`src/core/cmpbr_pkg.sv`:
```
// Shared constants and types for the compare-and-branch-unequal executor.
// Assumes one core clock, a synchronous active-high reset, and a data
// memory that answers a read one cycle after the read strobe.
package cmpbr_pkg;

  // ==========================================================
  // Widths
  localparam int PC_W      = 17;
  localparam int ADDR_W    = 16;
  localparam int PSW_W     = 8;
  localparam int CARRY_BIT = 7;

  // ==========================================================
  // Opcodes and address pages
  localparam logic [7:0] OP_DISP_IND  = 8'h12;
  localparam logic [7:0] OP_DIR_PG00  = 8'h14;
  localparam logic [7:0] OP_DIR_PG01  = 8'h15;
  localparam logic [7:0] OP_DIR_PGFE  = 8'h13;
  localparam logic [7:0] OP_DIR_LONG  = 8'h16;
  localparam logic [7:0] PAGE_00      = 8'h00;
  localparam logic [7:0] PAGE_01      = 8'h01;
  localparam logic [7:0] PAGE_FE      = 8'hFE;
  localparam int         DISP_SEL_BIT = 7;

  // ==========================================================
  // Lengths and cycle counts
  localparam logic [PC_W-1:0] LEN_SHORT = 17'h00003;
  localparam logic [PC_W-1:0] LEN_LONG  = 17'h00004;
  localparam int              CYC_SHORT = 2;
  localparam int              CYC_LONG  = 3;

  // ==========================================================
  // Reset values
  localparam logic [PC_W-1:0]   PC_RST   = 17'h00000;
  localparam logic [ADDR_W-1:0] ADDR_RST = 16'h0000;
  localparam logic [7:0]        BYTE_RST = 8'h00;
  localparam logic [PSW_W-1:0]  PSW_RST  = 8'h00;

  typedef enum logic [1:0] {
    ST_IDLE = 2'b00,
    ST_CALC = 2'b01,
    ST_READ = 2'b10,
    ST_CMP  = 2'b11
  } exec_state_t;

  typedef enum logic {
    SRC_IMM = 1'b0,
    SRC_ACC = 1'b1
  } cmp_src_t;

endpackage : cmpbr_pkg

```
`src/core/cmpbr_decode.sv`:
```
// Opcode decoder for the three compare-and-branch-unequal forms.
// Purely combinational; the executor samples its outputs on acceptance.
`timescale 1ns/1ns
`default_nettype none

module cmpbr_decode (
  // Instruction bytes
  input  wire logic [7:0]                  i_op0,
  input  wire logic [7:0]                  i_op1,
  input  wire logic [7:0]                  i_op2,
  input  wire logic [7:0]                  i_op3,
  // Pointer zero contents
  input  wire logic [cmpbr_pkg::ADDR_W-1:0] i_ptr0,
  // Decoded fields
  output logic                             o_valid,
  output logic                             o_long,
  output cmpbr_pkg::cmp_src_t              o_src,
  output logic [cmpbr_pkg::ADDR_W-1:0]      o_addr,
  output logic [7:0]                       o_imm,
  output logic [7:0]                       o_disp
);

  logic [cmpbr_pkg::ADDR_W-1:0] off_ext;

  // Signed 7-bit offset, address wraps within 64 KiB
  assign off_ext = {{(cmpbr_pkg::ADDR_W-7){i_op1[6]}}, i_op1[6:0]};

  always_comb begin
    o_valid = 1'b0;
    o_long  = 1'b0;
    o_src   = cmpbr_pkg::SRC_ACC;
    o_addr  = {i_op2, i_op1};
    o_imm   = i_op2;
    o_disp  = i_op3;
    case (i_op0)
      cmpbr_pkg::OP_DISP_IND: begin
        // Top bit clear selects another indirect form, not handled here
        o_valid = i_op1[cmpbr_pkg::DISP_SEL_BIT];
        o_long  = 1'b1;
        o_src   = cmpbr_pkg::SRC_IMM;
        o_addr  = i_ptr0 + off_ext;
      end
      cmpbr_pkg::OP_DIR_PG00: begin
        o_valid = 1'b1;
        o_addr  = {cmpbr_pkg::PAGE_00, i_op1};
        o_disp  = i_op2;
      end
      cmpbr_pkg::OP_DIR_PG01: begin
        o_valid = 1'b1;
        o_addr  = {cmpbr_pkg::PAGE_01, i_op1};
        o_disp  = i_op2;
      end
      cmpbr_pkg::OP_DIR_PGFE: begin
        o_valid = 1'b1;
        o_addr  = {cmpbr_pkg::PAGE_FE, i_op1};
        o_disp  = i_op2;
      end
      cmpbr_pkg::OP_DIR_LONG: begin
        o_valid = 1'b1;
        o_long  = 1'b1;
      end
      default: begin
        o_valid = 1'b0;
      end
    endcase
  end

endmodule : cmpbr_decode

`default_nettype wire

```
`src/core/cmpbr_exec.sv`:
```
// Executor for the compare-and-branch-unequal instruction group.
// Assumes fetch presents all instruction bytes with a start strobe and
// that data memory returns a byte the cycle after the read strobe.
//
// Contract
// - Indirect form, byte differs: PC becomes PC plus 4 plus displacement.
// - Indirect form, byte equal: PC advances by 4 only.
// - Indirect form: carry set when memory byte below immediate, else clear.
// - Offset is signed 7-bit, -64..63, added to pointer zero contents.
// - Indirect form is four bytes, second byte top bit set; 3 cycles.
// - Short direct forms 14H, 15H, 13H select pages 00, 01, FE.
// - Other addresses use 16H with high byte; short 2, long 3 cycles.
// - Direct form, accumulator differs: PC plus length plus displacement.
// - Direct form, accumulator equal: PC advances by length only.
// - Accumulator forms: carry set when accumulator below byte, else clear.
// - Long-range form is 16H, low, high, displacement; 4 bytes, 3 cycles.
// - Long-range form, differs: PC becomes PC plus 4 plus displacement.
// - Long-range form, equal: PC advances by 4.
`timescale 1ns/1ns
`default_nettype none

module cmpbr_exec (
  // Clock and reset
  input  wire logic                        i_clk,
  input  wire logic                        i_rst,
  // Instruction from fetch
  input  wire logic                        i_start,
  input  wire logic [7:0]                  i_op0,
  input  wire logic [7:0]                  i_op1,
  input  wire logic [7:0]                  i_op2,
  input  wire logic [7:0]                  i_op3,
  // Core state
  input  wire logic [cmpbr_pkg::PC_W-1:0]   i_pc,
  input  wire logic [7:0]                  i_acc,
  input  wire logic [cmpbr_pkg::ADDR_W-1:0] i_ptr0,
  input  wire logic [cmpbr_pkg::PSW_W-1:0]  i_psw,
  // Start handshake
  output logic                             o_accept,
  output logic                             o_reject,
  output logic                             o_busy,
  // Data memory and special register space
  output logic                             o_mem_rd,
  output logic [cmpbr_pkg::ADDR_W-1:0]      o_mem_addr,
  input  wire logic [7:0]                  i_mem_rdata,
  // Results
  output logic                             o_done,
  output logic                             o_branch,
  output logic [cmpbr_pkg::PC_W-1:0]        o_pc,
  output logic [cmpbr_pkg::PSW_W-1:0]       o_psw
);

  // ==========================================================
  // Decode
  logic                          dec_valid;
  logic                          dec_long;
  cmpbr_pkg::cmp_src_t           dec_src;
  logic [cmpbr_pkg::ADDR_W-1:0]  dec_addr;
  logic [7:0]                    dec_imm;
  logic [7:0]                    dec_disp;

  cmpbr_decode cmpbr_decode_inst (
    .i_op0   (i_op0),
    .i_op1   (i_op1),
    .i_op2   (i_op2),
    .i_op3   (i_op3),
    .i_ptr0  (i_ptr0),
    .o_valid (dec_valid),
    .o_long  (dec_long),
    .o_src   (dec_src),
    .o_addr  (dec_addr),
    .o_imm   (dec_imm),
    .o_disp  (dec_disp)
  );

  // ==========================================================
  // Instruction state
  cmpbr_pkg::exec_state_t        state;
  cmpbr_pkg::exec_state_t        next_state;
  cmpbr_pkg::cmp_src_t           src;
  cmpbr_pkg::cmp_src_t           next_src;
  logic [cmpbr_pkg::PC_W-1:0]    pc;
  logic [cmpbr_pkg::PC_W-1:0]    next_pc;
  logic [cmpbr_pkg::PC_W-1:0]    len;
  logic [cmpbr_pkg::PC_W-1:0]    next_len;
  logic [7:0]                    opnd;
  logic [7:0]                    next_opnd;
  logic [7:0]                    disp;
  logic [7:0]                    next_disp;
  logic [cmpbr_pkg::PSW_W-1:0]   psw;
  logic [cmpbr_pkg::PSW_W-1:0]   next_psw;
  logic [cmpbr_pkg::ADDR_W-1:0]  next_mem_addr;

  // Result registers
  logic                          next_done;
  logic                          next_branch;
  logic [cmpbr_pkg::PC_W-1:0]    next_res_pc;
  logic [cmpbr_pkg::PSW_W-1:0]   next_res_psw;

  // Compare helpers
  logic [cmpbr_pkg::PC_W-1:0]    disp_ext;
  logic                          differ;
  logic                          carry;

  // Displacement is signed 8-bit
  assign disp_ext = {{(cmpbr_pkg::PC_W-8){disp[7]}}, disp};
  assign differ   = (i_mem_rdata != opnd);
  // Unsigned byte compare; direction depends on which side is memory
  always_comb begin
    if (src == cmpbr_pkg::SRC_IMM) begin
      carry = (i_mem_rdata < opnd);
    end else begin
      carry = (opnd < i_mem_rdata);
    end
  end

  // Handshake outputs combinational so fetch can advance the same cycle
  assign o_busy   = (state != cmpbr_pkg::ST_IDLE);
  assign o_accept = !o_busy && i_start && dec_valid;
  assign o_reject = !o_busy && i_start && !dec_valid;
  // Read strobe only: nothing in memory or the accumulator is written
  assign o_mem_rd = (state == cmpbr_pkg::ST_READ);

  // ==========================================================
  // Sequencer
  always_comb begin
    next_state    = state;
    next_src      = src;
    next_pc       = pc;
    next_len      = len;
    next_opnd     = opnd;
    next_disp     = disp;
    next_psw      = psw;
    next_mem_addr = o_mem_addr;
    next_done     = 1'b0;
    next_branch   = o_branch;
    next_res_pc   = o_pc;
    next_res_psw  = o_psw;
    case (state)
      cmpbr_pkg::ST_IDLE: begin
        if (o_accept) begin
          next_src      = dec_src;
          next_pc       = i_pc;
          next_disp     = dec_disp;
          next_psw      = i_psw;
          next_mem_addr = dec_addr;
          if (dec_src == cmpbr_pkg::SRC_IMM) begin
            next_opnd = dec_imm;
          end else begin
            next_opnd = i_acc;
          end
          // Long forms spend one cycle more before the read
          if (dec_long) begin
            next_len   = cmpbr_pkg::LEN_LONG;
            next_state = cmpbr_pkg::ST_CALC;
          end else begin
            next_len   = cmpbr_pkg::LEN_SHORT;
            next_state = cmpbr_pkg::ST_READ;
          end
        end
      end
      cmpbr_pkg::ST_CALC: begin
        next_state = cmpbr_pkg::ST_READ;
      end
      cmpbr_pkg::ST_READ: begin
        next_state = cmpbr_pkg::ST_CMP;
      end
      cmpbr_pkg::ST_CMP: begin
        next_state  = cmpbr_pkg::ST_IDLE;
        next_done   = 1'b1;
        next_branch = differ;
        if (differ) begin
          next_res_pc = pc + len + disp_ext;
        end else begin
          next_res_pc = pc + len;
        end
        next_res_psw = psw;
        next_res_psw[cmpbr_pkg::CARRY_BIT] = carry;
      end
      default: begin
        next_state = cmpbr_pkg::ST_IDLE;
      end
    endcase
  end

  always_ff @(posedge i_clk) begin
    if (i_rst) begin
      state      <= cmpbr_pkg::ST_IDLE;
      src        <= cmpbr_pkg::SRC_ACC;
      pc         <= cmpbr_pkg::PC_RST;
      len        <= cmpbr_pkg::LEN_SHORT;
      opnd       <= cmpbr_pkg::BYTE_RST;
      disp       <= cmpbr_pkg::BYTE_RST;
      psw        <= cmpbr_pkg::PSW_RST;
      o_mem_addr <= cmpbr_pkg::ADDR_RST;
      o_done     <= 1'b0;
      o_branch   <= 1'b0;
      o_pc       <= cmpbr_pkg::PC_RST;
      o_psw      <= cmpbr_pkg::PSW_RST;
    end else begin
      state      <= next_state;
      src        <= next_src;
      pc         <= next_pc;
      len        <= next_len;
      opnd       <= next_opnd;
      disp       <= next_disp;
      psw        <= next_psw;
      o_mem_addr <= next_mem_addr;
      o_done     <= next_done;
      o_branch   <= next_branch;
      o_pc       <= next_res_pc;
      o_psw      <= next_res_psw;
    end
  end

  // ==========================================================
  // Checks
  logic take_disp;
  logic take_short;
  logic take_long;
  logic cmp_imm;
  logic cmp_acc;

  assign take_disp  = o_accept && (i_op0 == cmpbr_pkg::OP_DISP_IND);
  assign take_long  = o_accept && (i_op0 == cmpbr_pkg::OP_DIR_LONG);
  assign take_short = o_accept && !dec_long;
  assign cmp_imm    = (state == cmpbr_pkg::ST_CMP) &&
                      (src == cmpbr_pkg::SRC_IMM);
  assign cmp_acc    = (state == cmpbr_pkg::ST_CMP) &&
                      (src == cmpbr_pkg::SRC_ACC);

  property p_disp_taken;
    @(posedge i_clk) disable iff (i_rst)
    cmp_imm && (i_mem_rdata != opnd) |=>
      o_done && o_branch &&
      (o_pc == $past(pc) + cmpbr_pkg::LEN_LONG + $past(disp_ext));
  endproperty
  a_disp_taken: assert property (p_disp_taken)
    else $error("indirect mismatch did not branch by 4 plus displacement");

  property p_disp_fall;
    @(posedge i_clk) disable iff (i_rst)
    cmp_imm && (i_mem_rdata == opnd) |=>
      o_done && !o_branch && (o_pc == $past(pc) + cmpbr_pkg::LEN_LONG);
  endproperty
  a_disp_fall: assert property (p_disp_fall)
    else $error("indirect match did not advance by 4");

  property p_disp_carry;
    @(posedge i_clk) disable iff (i_rst)
    cmp_imm |=> o_psw[cmpbr_pkg::CARRY_BIT] == $past(i_mem_rdata < opnd);
  endproperty
  a_disp_carry: assert property (p_disp_carry)
    else $error("indirect carry wrong");

  property p_disp_addr;
    @(posedge i_clk) disable iff (i_rst)
    take_disp |=> ##1 o_mem_rd &&
      (o_mem_addr == $past(i_ptr0, 2)
        + {{9{$past(i_op1[6], 2)}}, $past(i_op1[6:0], 2)});
  endproperty
  a_disp_addr: assert property (p_disp_addr)
    else $error("indirect operand address wrong");

  property p_long_cycles;
    @(posedge i_clk) disable iff (i_rst)
    o_accept && dec_long |=> o_busy [*3] ##1 (o_done && !o_busy);
  endproperty
  a_long_cycles: assert property (p_long_cycles)
    else $error("four-byte form not done after 3 cycles");

  property p_short_form;
    @(posedge i_clk) disable iff (i_rst)
    take_short |=> o_mem_rd && (o_mem_addr[7:0] == $past(i_op1))
      ##1 !o_mem_rd ##1 (o_done && !o_busy);
  endproperty
  a_short_form: assert property (p_short_form)
    else $error("short form address or 2-cycle timing wrong");

  property p_long_addr;
    @(posedge i_clk) disable iff (i_rst)
    take_long |=> !o_mem_rd ##1
      (o_mem_rd && o_mem_addr == {$past(i_op2, 2), $past(i_op1, 2)});
  endproperty
  a_long_addr: assert property (p_long_addr)
    else $error("long-range operand address wrong");

  property p_dir_taken;
    @(posedge i_clk) disable iff (i_rst)
    cmp_acc && (i_mem_rdata != opnd) |=>
      o_branch && (o_pc == $past(pc) + $past(len) + $past(disp_ext));
  endproperty
  a_dir_taken: assert property (p_dir_taken)
    else $error("direct mismatch target wrong");

  property p_dir_fall;
    @(posedge i_clk) disable iff (i_rst)
    cmp_acc && (i_mem_rdata == opnd) |=>
      !o_branch && (o_pc == $past(pc) + $past(len));
  endproperty
  a_dir_fall: assert property (p_dir_fall)
    else $error("direct match did not advance by length");

  property p_acc_carry;
    @(posedge i_clk) disable iff (i_rst)
    cmp_acc |=> o_psw[cmpbr_pkg::CARRY_BIT] == $past(opnd < i_mem_rdata);
  endproperty
  a_acc_carry: assert property (p_acc_carry)
    else $error("accumulator carry wrong");

  property p_other_flags;
    @(posedge i_clk) disable iff (i_rst)
    o_accept |=> ##2 (o_done or ##1 o_done) ##0
      ((o_psw ^ $past(psw)) & ~(8'h01 << cmpbr_pkg::CARRY_BIT)) == 8'h00;
  endproperty
  a_other_flags: assert property (p_other_flags)
    else $error("flag other than carry changed");

endmodule : cmpbr_exec

`default_nettype wire

```
`config.mk`:
```
export PLATFORM = sky130hd
export DESIGN_NAME = cmpbr_exec
export DESIGN_NICKNAME = d
export VERILOG_FILES = /design/src/core/cmpbr_pkg.sv /design/src/core/cmpbr_decode.sv /design/src/core/cmpbr_exec.sv
export SDC_FILE = /design/constraint.sdc
export NUM_CORES = 1
export LEC_CHECK = 0
export BUFFER_PORTS_ARGS = -buffer_cell sky130_fd_sc_hd__buf_2
export CAP_MARGIN = 10
export CORE_MARGIN = 2
export CORE_UTILIZATION = 40
export CTS_BUF_LIST = sky130_fd_sc_hd__clkbuf_8
export CTS_CLUSTER_SIZE = 10
export DETAILED_ROUTE_END_ITERATION = 16
export GPL_TIMING_DRIVEN = 0
export SYNTH_ARGS = -nofsm -noshare
export SYNTH_HDL_FRONTEND = slang
export SYNTH_HIERARCHICAL = 1
export SYNTH_SLANG_ARGS = --single-unit
```
`constraint.sdc`:
```
create_clock -name i_clk -period 4.3 [get_ports i_clk]
set_input_delay 0.215 -clock i_clk [delete_from_list [all_inputs] [get_ports i_clk]]
set_output_delay 0.215 -clock i_clk [all_outputs]
set_load 0.03 [all_outputs]
```
==> impl_results.rst, run 1 <==
.. list-table::
   :header-rows: 1

   * - Metric
     - Value
   * - Result of the run
     - complete, no violations
   * - Count of maximum capacitance violations
     - 0
   * - Final Critical Period
     - 3.79 ns
   * - Total via count in the routed design
     - 5842
   * - Total Routing Usage GR
     - 21.3%
   * - Drt via density
     - 5.30
   * - Prevailing post-synth register cell
     - dfxtp_1
   * - H-tree Lvls
     - 3
   * - Post-synthesis register bit count
     - 88
   * - Residual DRC count
     - 0
   * - Filler Cell Count
     - 1504
   * - Relative max-transition margin
     - 47.8%
   * - Number of nets in the synthesized netlist
     - 911
   * - Detailed-route wire length
     - 17.1 mm
   * - Crit path max fanout
     - 7
   * - Most instantiated library cell after synthesis
     - nand2_1
   * - Worst skew pair latency
     - 0.36 ns
   * - Number of resized instances in the post-cts repair step
     - 0
   * - Maximum number of pins on one net before global-route repair
     - 17
   * - Type of the worst min-delay path
     - in -> reg
   * - Total number of nets in the final design
     - 1057
   * - Die boundary height
     - 126 um
   * - Avg Synthesized Cell Area
     - 7.70 sq um
   * - Std-Cell Rows
     - 44
   * - Aggregate global routing overflow
     - 0
   * - Half-perimeter wire length after placement
     - 13.7 mm
   * - Netlist Area Pre-Place
     - 0.00591 sq mm
   * - Count of buffers added by post-CTS timing repair for setup
     - 0
   * - Final worst-path cycle share
     - 88.1%
   * - CTS buffer count
     - 9
   * - Transition time at the pin with the least slew margin
     - 0.783 ns
   * - Slowest CP cell
     - a21oi_1
   * - IO Count
     - 139
   * - Cell at the root of the clock tree
     - clkbuf_8
   * - Hold-fix buffers at CTS
     - 0
   * - Ordered cell list for the critical path
     - ha_1 > a21o_1 > a21oi_1 > nor3_1 > xor2_1 > ha_1 > a21o_1 > a21o_1 > a221o_1 > o21ba_1 > or2_0 > a2111oi_1
   * - Clock transition at the registers of the reported paths
     - 0.10 ns
   * - Sinks on Clock Net
     - 88
   * - Post-synthesis sequential area ratio
     - 29.8%
   * - Max rail drop VDD
     - 0.201 mV
   * - Total power
     - 0.00194 W
   * - Area of the die
     - 0.0158 sq mm
   * - Number of detailed-route iterations in the first pass
     - 5
   * - Top cells by instance count after synthesis
     - nand2_1 (154), dfxtp_1 (88), a21oi_1 (83)
   * - Number of antenna diodes
     - 0
   * - Detailed-route wire length per cell
     - 15.5 um
   * - Cell repeated most along the worst path
     - a21o_1
   * - Vias in the first global route
     - 5419
   * - Number of flops mapped to enable cells by yosys
     - 0
   * - Initial Util
     - 40.8%
   * - Crit path buffers/inverters
     - 0
   * - Arrival time worst endpoint
     - 4.03 ns
   * - Cell area power density
     - 276 mW/mm^2
   * - Async SR Flop Fraction
     - 0%
   * - Distinct cell type count of the synthesized netlist
     - 68
   * - Worst reg-to-reg setup slack
     - 0.51 ns
   * - CP startpoint kind
     - flip-flop
   * - Post-detailed-route count of antenna-violating nets
     - 0
   * - Data required time of the critical path
     - 4.55 ns
   * - Type of the worst setup path
     - reg -> reg
   * - Hold Fails Final Rpt
     - 0
   * - Final count of negative-setup-slack endpoints
     - 0
   * - Fraction of layout cells with a size suffix above 1
     - 19.7%
   * - Count of input and output buffers
     - 135
   * - Static power due to leakage
     - 3.18 nW
   * - Top cell type's share of synthesized area
     - 29.8%
   * - CP delay by family, top
     - compound AO/OA/AOI/OAI gates
   * - Synth warnings
     - 6
   * - Global-route wire length before repair
     - 27.4 mm
   * - Biggest area contributors in the synthesized netlist
     - dfxtp_1 (30%), ha_1 (10%), nand2_1 (9.8%)
   * - Gate Count Post-Synth
     - 768
   * - Count of pins over their slew limit
     - 0
   * - Floorplan die width
     - 126 um
   * - Clock tree skew after final layout
     - 0.0125 ns
   * - Setup TNS after final layout
     - 0 ns
   * - Post-layout util
     - 48.6%
   * - DRC violation total after the first TritonRoute iteration
     - 408
   * - Weighted congestion at the end of routability-driven global placement
     - 0.904
   * - RSZ-0062 raised after global routing
     - false
   * - Clock tree from TritonCTS
     - done
   * - Initial antenna violation count
     - 0
   * - Std-Cell Core Area
     - 0.0145 sq mm
   * - Fmax achieved
     - 0.264 GHz
   * - Endpoint type of the worst setup path
     - flip-flop
   * - CP peak stage delay
     - 0.48 ns
   * - Area added between synthesis and finish
     - 18.9%
   * - CTS Buffer Depth
     - 2
   * - Post-synthesis cell type with the largest combined area
     - dfxtp_1
==> layer usage <==
metal	track usage, %	vias to the layer above	share of wire (%)
li1	-	3000	-
met1	29.4	2662	48
met2	34.1	166	44
met3	5.18	14	7.1
met4	4.38	0	0.98
met5	0	-	0
==> state kept, by name (all words and copies together), names as in the netlist <==
name        flops
state           2
o_branch        1
len             2
o_done          1
disp            8
o_mem_addr     16
src             1
pc             17
psw             7
o_psw           8
o_pc           17
opnd            8
==> final timing paths <==
kind	startpoint	end	cells after the start
worst max-delay path	len[1]	o_pc[16]	12
worst min-delay path	i_psw[3]	psw[3]	3
worst max register to register	len[1]	o_pc[16]	12
worst min register to register	o_mem_addr[13]	o_mem_addr[13]	2
==> power breakdown <==
part / switching, W / internal (W) / leakage, nW
sequential: 0.0000173 / 0.000842 / 0.710
clock: 0.000322 / 0.000293 / 0.105
combinational: 0.000287 / 0.000178 / 2.36
total: 0.000626 / 0.00131 / 3.18
==> metrics by stage <==
| stage | cell area, sq um | hold WS [ns] | cells | setup WS (ns) |
|---|---|---|---|---|
| after floorplan | 5910 | 0.351 | 768 | 1.01 |
| after global placement | 6820 | 0.441 | 1087 | 0.608 |
| after detailed placement | 6820 | 0.446 | 1087 | 0.580 |
| after CTS | 7030 | 0.0550 | 1103 | 0.543 |
| after global routing | 7030 | 0.0788 | 1103 | 0.215 |
| final | 7030 | 0.0769 | 1103 | 0.512 |
==> cell type report <==
type	count	area [sq um]	share of cell area, %
Multi-Input combinational cell	612	3870	55.0
Sequential cell	88	1760	25.0
Timing Repair Buffer	135	676	9.61
Tap cell	184	230	3.27
Buffer	44	196	2.79
Clock buffer	10	138	1.96
Inverter	24	90.1	1.28
Clock inverter	6	75.1	1.07
==> cells in the final DEF, fill, tap and decap left out, types with 10 or more instances in the layout <==
cell and instances:
a21o_1 14, xor2_1 18, o21ai_0 37, inv_1 22, xnor2_1 17, a21oi_1 83
buf_2 136, nand2_1 154, clkbuf_1 31, ha_1 48, nand3_1 12, clkbuf_8 10
mux2i_1 19, dfxtp_1 88, nor2_1 62, a211oi_1 17, nor3_1 11
==> cells by family after synthesis <==
logic type | count (synthesis) | share of synthesized area [%]
and+or+nand+nor | 288 | 21.9
AOI/OAI and AO/OA | 211 | 22.4
DFF | 88 | 29.8
buffers and inverters | 68 | 4.84
adders and majority gates | 51 | 11.2
xor gates and xnor gates | 35 | 5.18
muxes | 27 | 4.74
==> worst min-delay path: stages <==
cell and delay, ns:
buf_2 0.09, nand2_1 0.04, a21oi_1 0.05
Power figures use the tool's default switching activity.
==> run 2, diff against run 1 <==
Settings changed: CTS_BUF_LIST sky130_fd_sc_hd__clkbuf_8 to unset.
==> run 2 against run 1 <==
Net effect: die area is the same; non-clock buffer count is the same; clock power grew 34%; via count down 0.51%; cell area increased by 1.4%; total power increased by 11%; sequential share of layout area is 0.36 points lower; register-to-register slack worse by 0.03 ns; critical path depth unchanged; worst hold slack better by 0.022 ns; first-iteration DRC count fell by 17%; flip-flop and latch count is the same; critical endpoint unchanged; largest cell class unchanged; highest routed layer unchanged.
==> impl_results.rst, run 2 (synthesis gave the netlist of run 1 again) <==
.. list-table::
   :header-rows: 1

   * - Metric
     - Value
   * - Ordered cell list for the critical path
     - ha_1 > a21o_1 > a21oi_1 > nor3_1 > xor2_1 > ha_1 > a21o_1 > a21o_1 > a221o_1 > o21ba_1 > or2_0 > a2111oi_1
   * - H-tree Lvls
     - 3 (unchanged)
   * - Relative max-transition margin
     - 47.4% (-0.40 points)
   * - Weighted congestion at the end of routability-driven global placement
     - 0.904 (unchanged)
   * - Minimum setup slack after placement
     - 0.580 ns (unchanged)
   * - CTS Buffer Depth
     - 2 (unchanged)
   * - Detailed-route wire length per cell
     - 15.6 um (+0.47%)
   * - RSZ-0062 raised after global routing
     - false
   * - Initial Util
     - 40.8% (unchanged)
   * - Count of non-filler cells in the finished layout
     - 1103 (unchanged)
   * - Count of input and output buffers
     - 135 (unchanged)
   * - Origin of the worst min-delay path
     - i_psw[3]
   * - Total power
     - 0.00215 W (+11%)
   * - Maximum number of pins on one net before global-route repair
     - 17 (unchanged)
   * - Internal power
     - 0.00150 W (+14%)
   * - Post-detailed-route count of antenna-violating nets
     - 0 (unchanged)
   * - Crit path max fanout
     - 7 (unchanged)
   * - Number of detailed-route iterations in the first pass
     - 5 (unchanged)
   * - Max rail drop VDD
     - 0.203 mV (+1.3%)
   * - Launch point of the worst path
     - len[1]
   * - Std-Cell Core Area
     - 0.0145 sq mm (unchanged)
   * - Count of buffers added by post-CTS timing repair for setup
     - 0 (unchanged)
   * - Hold Fails Final Rpt
     - 0 (unchanged)
   * - Total number of nets in the final design
     - 1057 (unchanged)
   * - Final worst-path cycle share
     - 88.7% (+0.65 points)
   * - Global-route wire length before repair
     - 27.3 mm (-0.18%)
   * - Area of the die
     - 0.0158 sq mm (unchanged)
   * - Leading cell type in the layout, fill and taps excluded
     - nand2_1
   * - Clock tree skew after final layout
     - 0.0126 ns (+0.000121 ns)
   * - Transition time at the pin with the least slew margin
     - 0.789 ns (+0.00606 ns)
   * - Most frequent cells in the layout
     - nand2_1 (154), buf_2 (136), dfxtp_1 (88), a21oi_1 (83), nor2_1 (62)
   * - Final Critical Period
     - 3.82 ns (+0.0278 ns)
   * - Post-route setup slack
     - 0.484 ns (-0.0278 ns)
   * - Fmax achieved
     - 0.262 GHz (-0.73%)
   * - Number of placed cells counting well taps
     - 1087 (unchanged)
   * - Fraction of power consumed by the clock network
     - 38.3% (+6.6 points)
   * - Half-perimeter wire length after placement
     - 13.7 mm (unchanged)
   * - Count of maximum capacitance violations
     - 0 (unchanged)
   * - NetSw
     - 0.000653 W (+4.3%)
   * - Cell repeated most along the worst path
     - a21o_1
   * - CTS buffer count
     - 9 (unchanged)
   * - Initial antenna violation count
     - 0 (unchanged)
   * - Cell area power density
     - 301 mW/mm^2 (+9.2%)
   * - CP peak stage delay
     - 0.49 ns (about the same)
   * - Cell at the root of the clock tree
     - clkbuf_16
   * - Arrival time worst endpoint
     - 4.04 ns (about the same)
   * - Number of resized instances in the post-cts repair step
     - 0 (unchanged)
   * - Result of the run
     - complete, no violations
   * - Crit path buffers/inverters
     - 0 (unchanged)
   * - Hold-fix buffers at CTS
     - 0 (unchanged)
   * - Die boundary height
     - 126 um (unchanged)
   * - Total via count in the routed design
     - 5812 (-0.51%)
   * - Data required time of the critical path
     - 4.52 ns (-0.03 ns)
   * - Aggregate global routing overflow
     - 0 (unchanged)
   * - Total Routing Usage GR
     - 21.4% (+0.070 points)
   * - Reg-to-Reg Start
     - len[1]
   * - Largest registers in the final layout
     - o_pc: 17 flops, pc: 17 flops, o_mem_addr: 16 flops
   * - Static power due to leakage
     - 3.22 nW (+1.5%)
   * - Drt via density
     - 5.27 (-0.51%)
   * - Std-Cell Rows
     - 44 (unchanged)
   * - Switching share of total power
     - 30.4% (-1.9 points)
   * - Relative contribution of sequential cells to total power
     - 40.1% (-4.2 points)
   * - Final count of negative-setup-slack endpoints
     - 0 (unchanged)
   * - Floorplan die width
     - 126 um (unchanged)
   * - Number of antenna diodes
     - 0 (unchanged)
   * - IO Count
     - 139 (unchanged)
   * - Slowest CP cell
     - a21oi_1
   * - Type of the worst min-delay path
     - in -> reg
   * - Filler Cell Count
     - 1492 (-0.80%)
   * - CP delay by family, top
     - compound AO/OA/AOI/OAI gates
   * - Vias in the first global route
     - 5386 (-0.61%)
   * - Combinational Power Share
     - 21.6% (-2.4 points)
   * - Fraction of layout cells with a size suffix above 1
     - 19.7% (unchanged)
   * - Sinks on Clock Net
     - 88 (unchanged)
   * - CP startpoint kind
     - flip-flop
   * - Setup TNS after final layout
     - 0 ns (unchanged)
   * - DRC violation total after the first TritonRoute iteration
     - 338 (-17%)
   * - Detailed-route wire length
     - 17.2 mm (+0.47%)
   * - Count of pins over their slew limit
     - 0 (unchanged)
   * - Residual DRC count
     - 0 (unchanged)
   * - Worst skew pair latency
     - 0.35 ns (about the same)
   * - Clock tree from TritonCTS
     - done
   * - Type of the worst setup path
     - reg -> reg
   * - Endpoint type of the worst setup path
     - flip-flop
   * - Clock transition at the registers of the reported paths
     - 0.07 ns (-0.03 ns)
   * - Area added between synthesis and finish
     - 20.6%
run 2: cell types whose count changed in the layout (fill, tap and decap cells not counted):
| cell | delta |
|---|---|
| clkbuf_16 | +9 |
| clkbuf_8 | -9 |
run 2: path summary, 6_finish.rpt:
| path | to | depth (start not counted) | slack, ns |
|---|---|---|---|
| setup / recovery | o_pc[16] | 12 | 0.48 |
| hold reg to reg | o_mem_addr[13] | 2 | 0.46 |
| setup reg to reg | o_pc[16] | 12 | 0.48 |
| hold / removal | psw[3] | 3 | 0.1 |
run 2: worst register-to-register path: cells and delay by family, from the launching register on:
kind	cells	cell delay, ns
DFF	1	0.41
adders and majority gates	2	0.62
AOI/OAI and AO/OA	7	2.02
and+or+nand+nor	2	0.35
xor gates and xnor gates	1	0.32
run 2: power by group through the flow:
stage | combinational (W) | clock, W | sequential (W)
floorplan | 0.000281 | 0 | 0.000912
global placement | 0.000462 | 0 | 0.000879
detailed placement | 0.000464 | 0 | 0.000879
CTS | 0.000466 | 0.000842 | 0.000861
global route | 0.000512 | 0.000879 | 0.000864
finish | 0.000465 | 0.000823 | 0.000860
run 2: cell type report:
class | instances | area, sq um | share of cell area [%]
sequential | 88 | 1760 | 24.7
multi-input combinational | 612 | 3870 | 54.2
buffer | 44 | 196 | 2.75
clock buffer | 10 | 239 | 3.35
timing repair buffer | 135 | 676 | 9.47
clock inverter | 6 | 75.1 | 1.05
tap | 184 | 230 | 3.23
inverter | 24 | 90.1 | 1.26
run 2: metal layers:
layer	part of all wire (%)	track usage, %	up-vias	routed length (um)
met5	0	0	-	0
met4	1.0	4.44	0	171
met3	6.8	5.82	14	1170
met2	44	33.9	156	7590
met1	48	29.4	2647	8220
li1	-	-	2995	-
run 2: through the flow:
step	util, %	hold slack (ns)	cell area [sq um]
5_1_grt	49.3	0.107	7130
4_1_cts	49.3	0.0921	7130
3_5_place_dp	47.1	0.446	6820
6_report	49.3	0.0991	7130
2_1_floorplan	-	0.351	5910
3_3_place_gp	47.1	0.441	6820
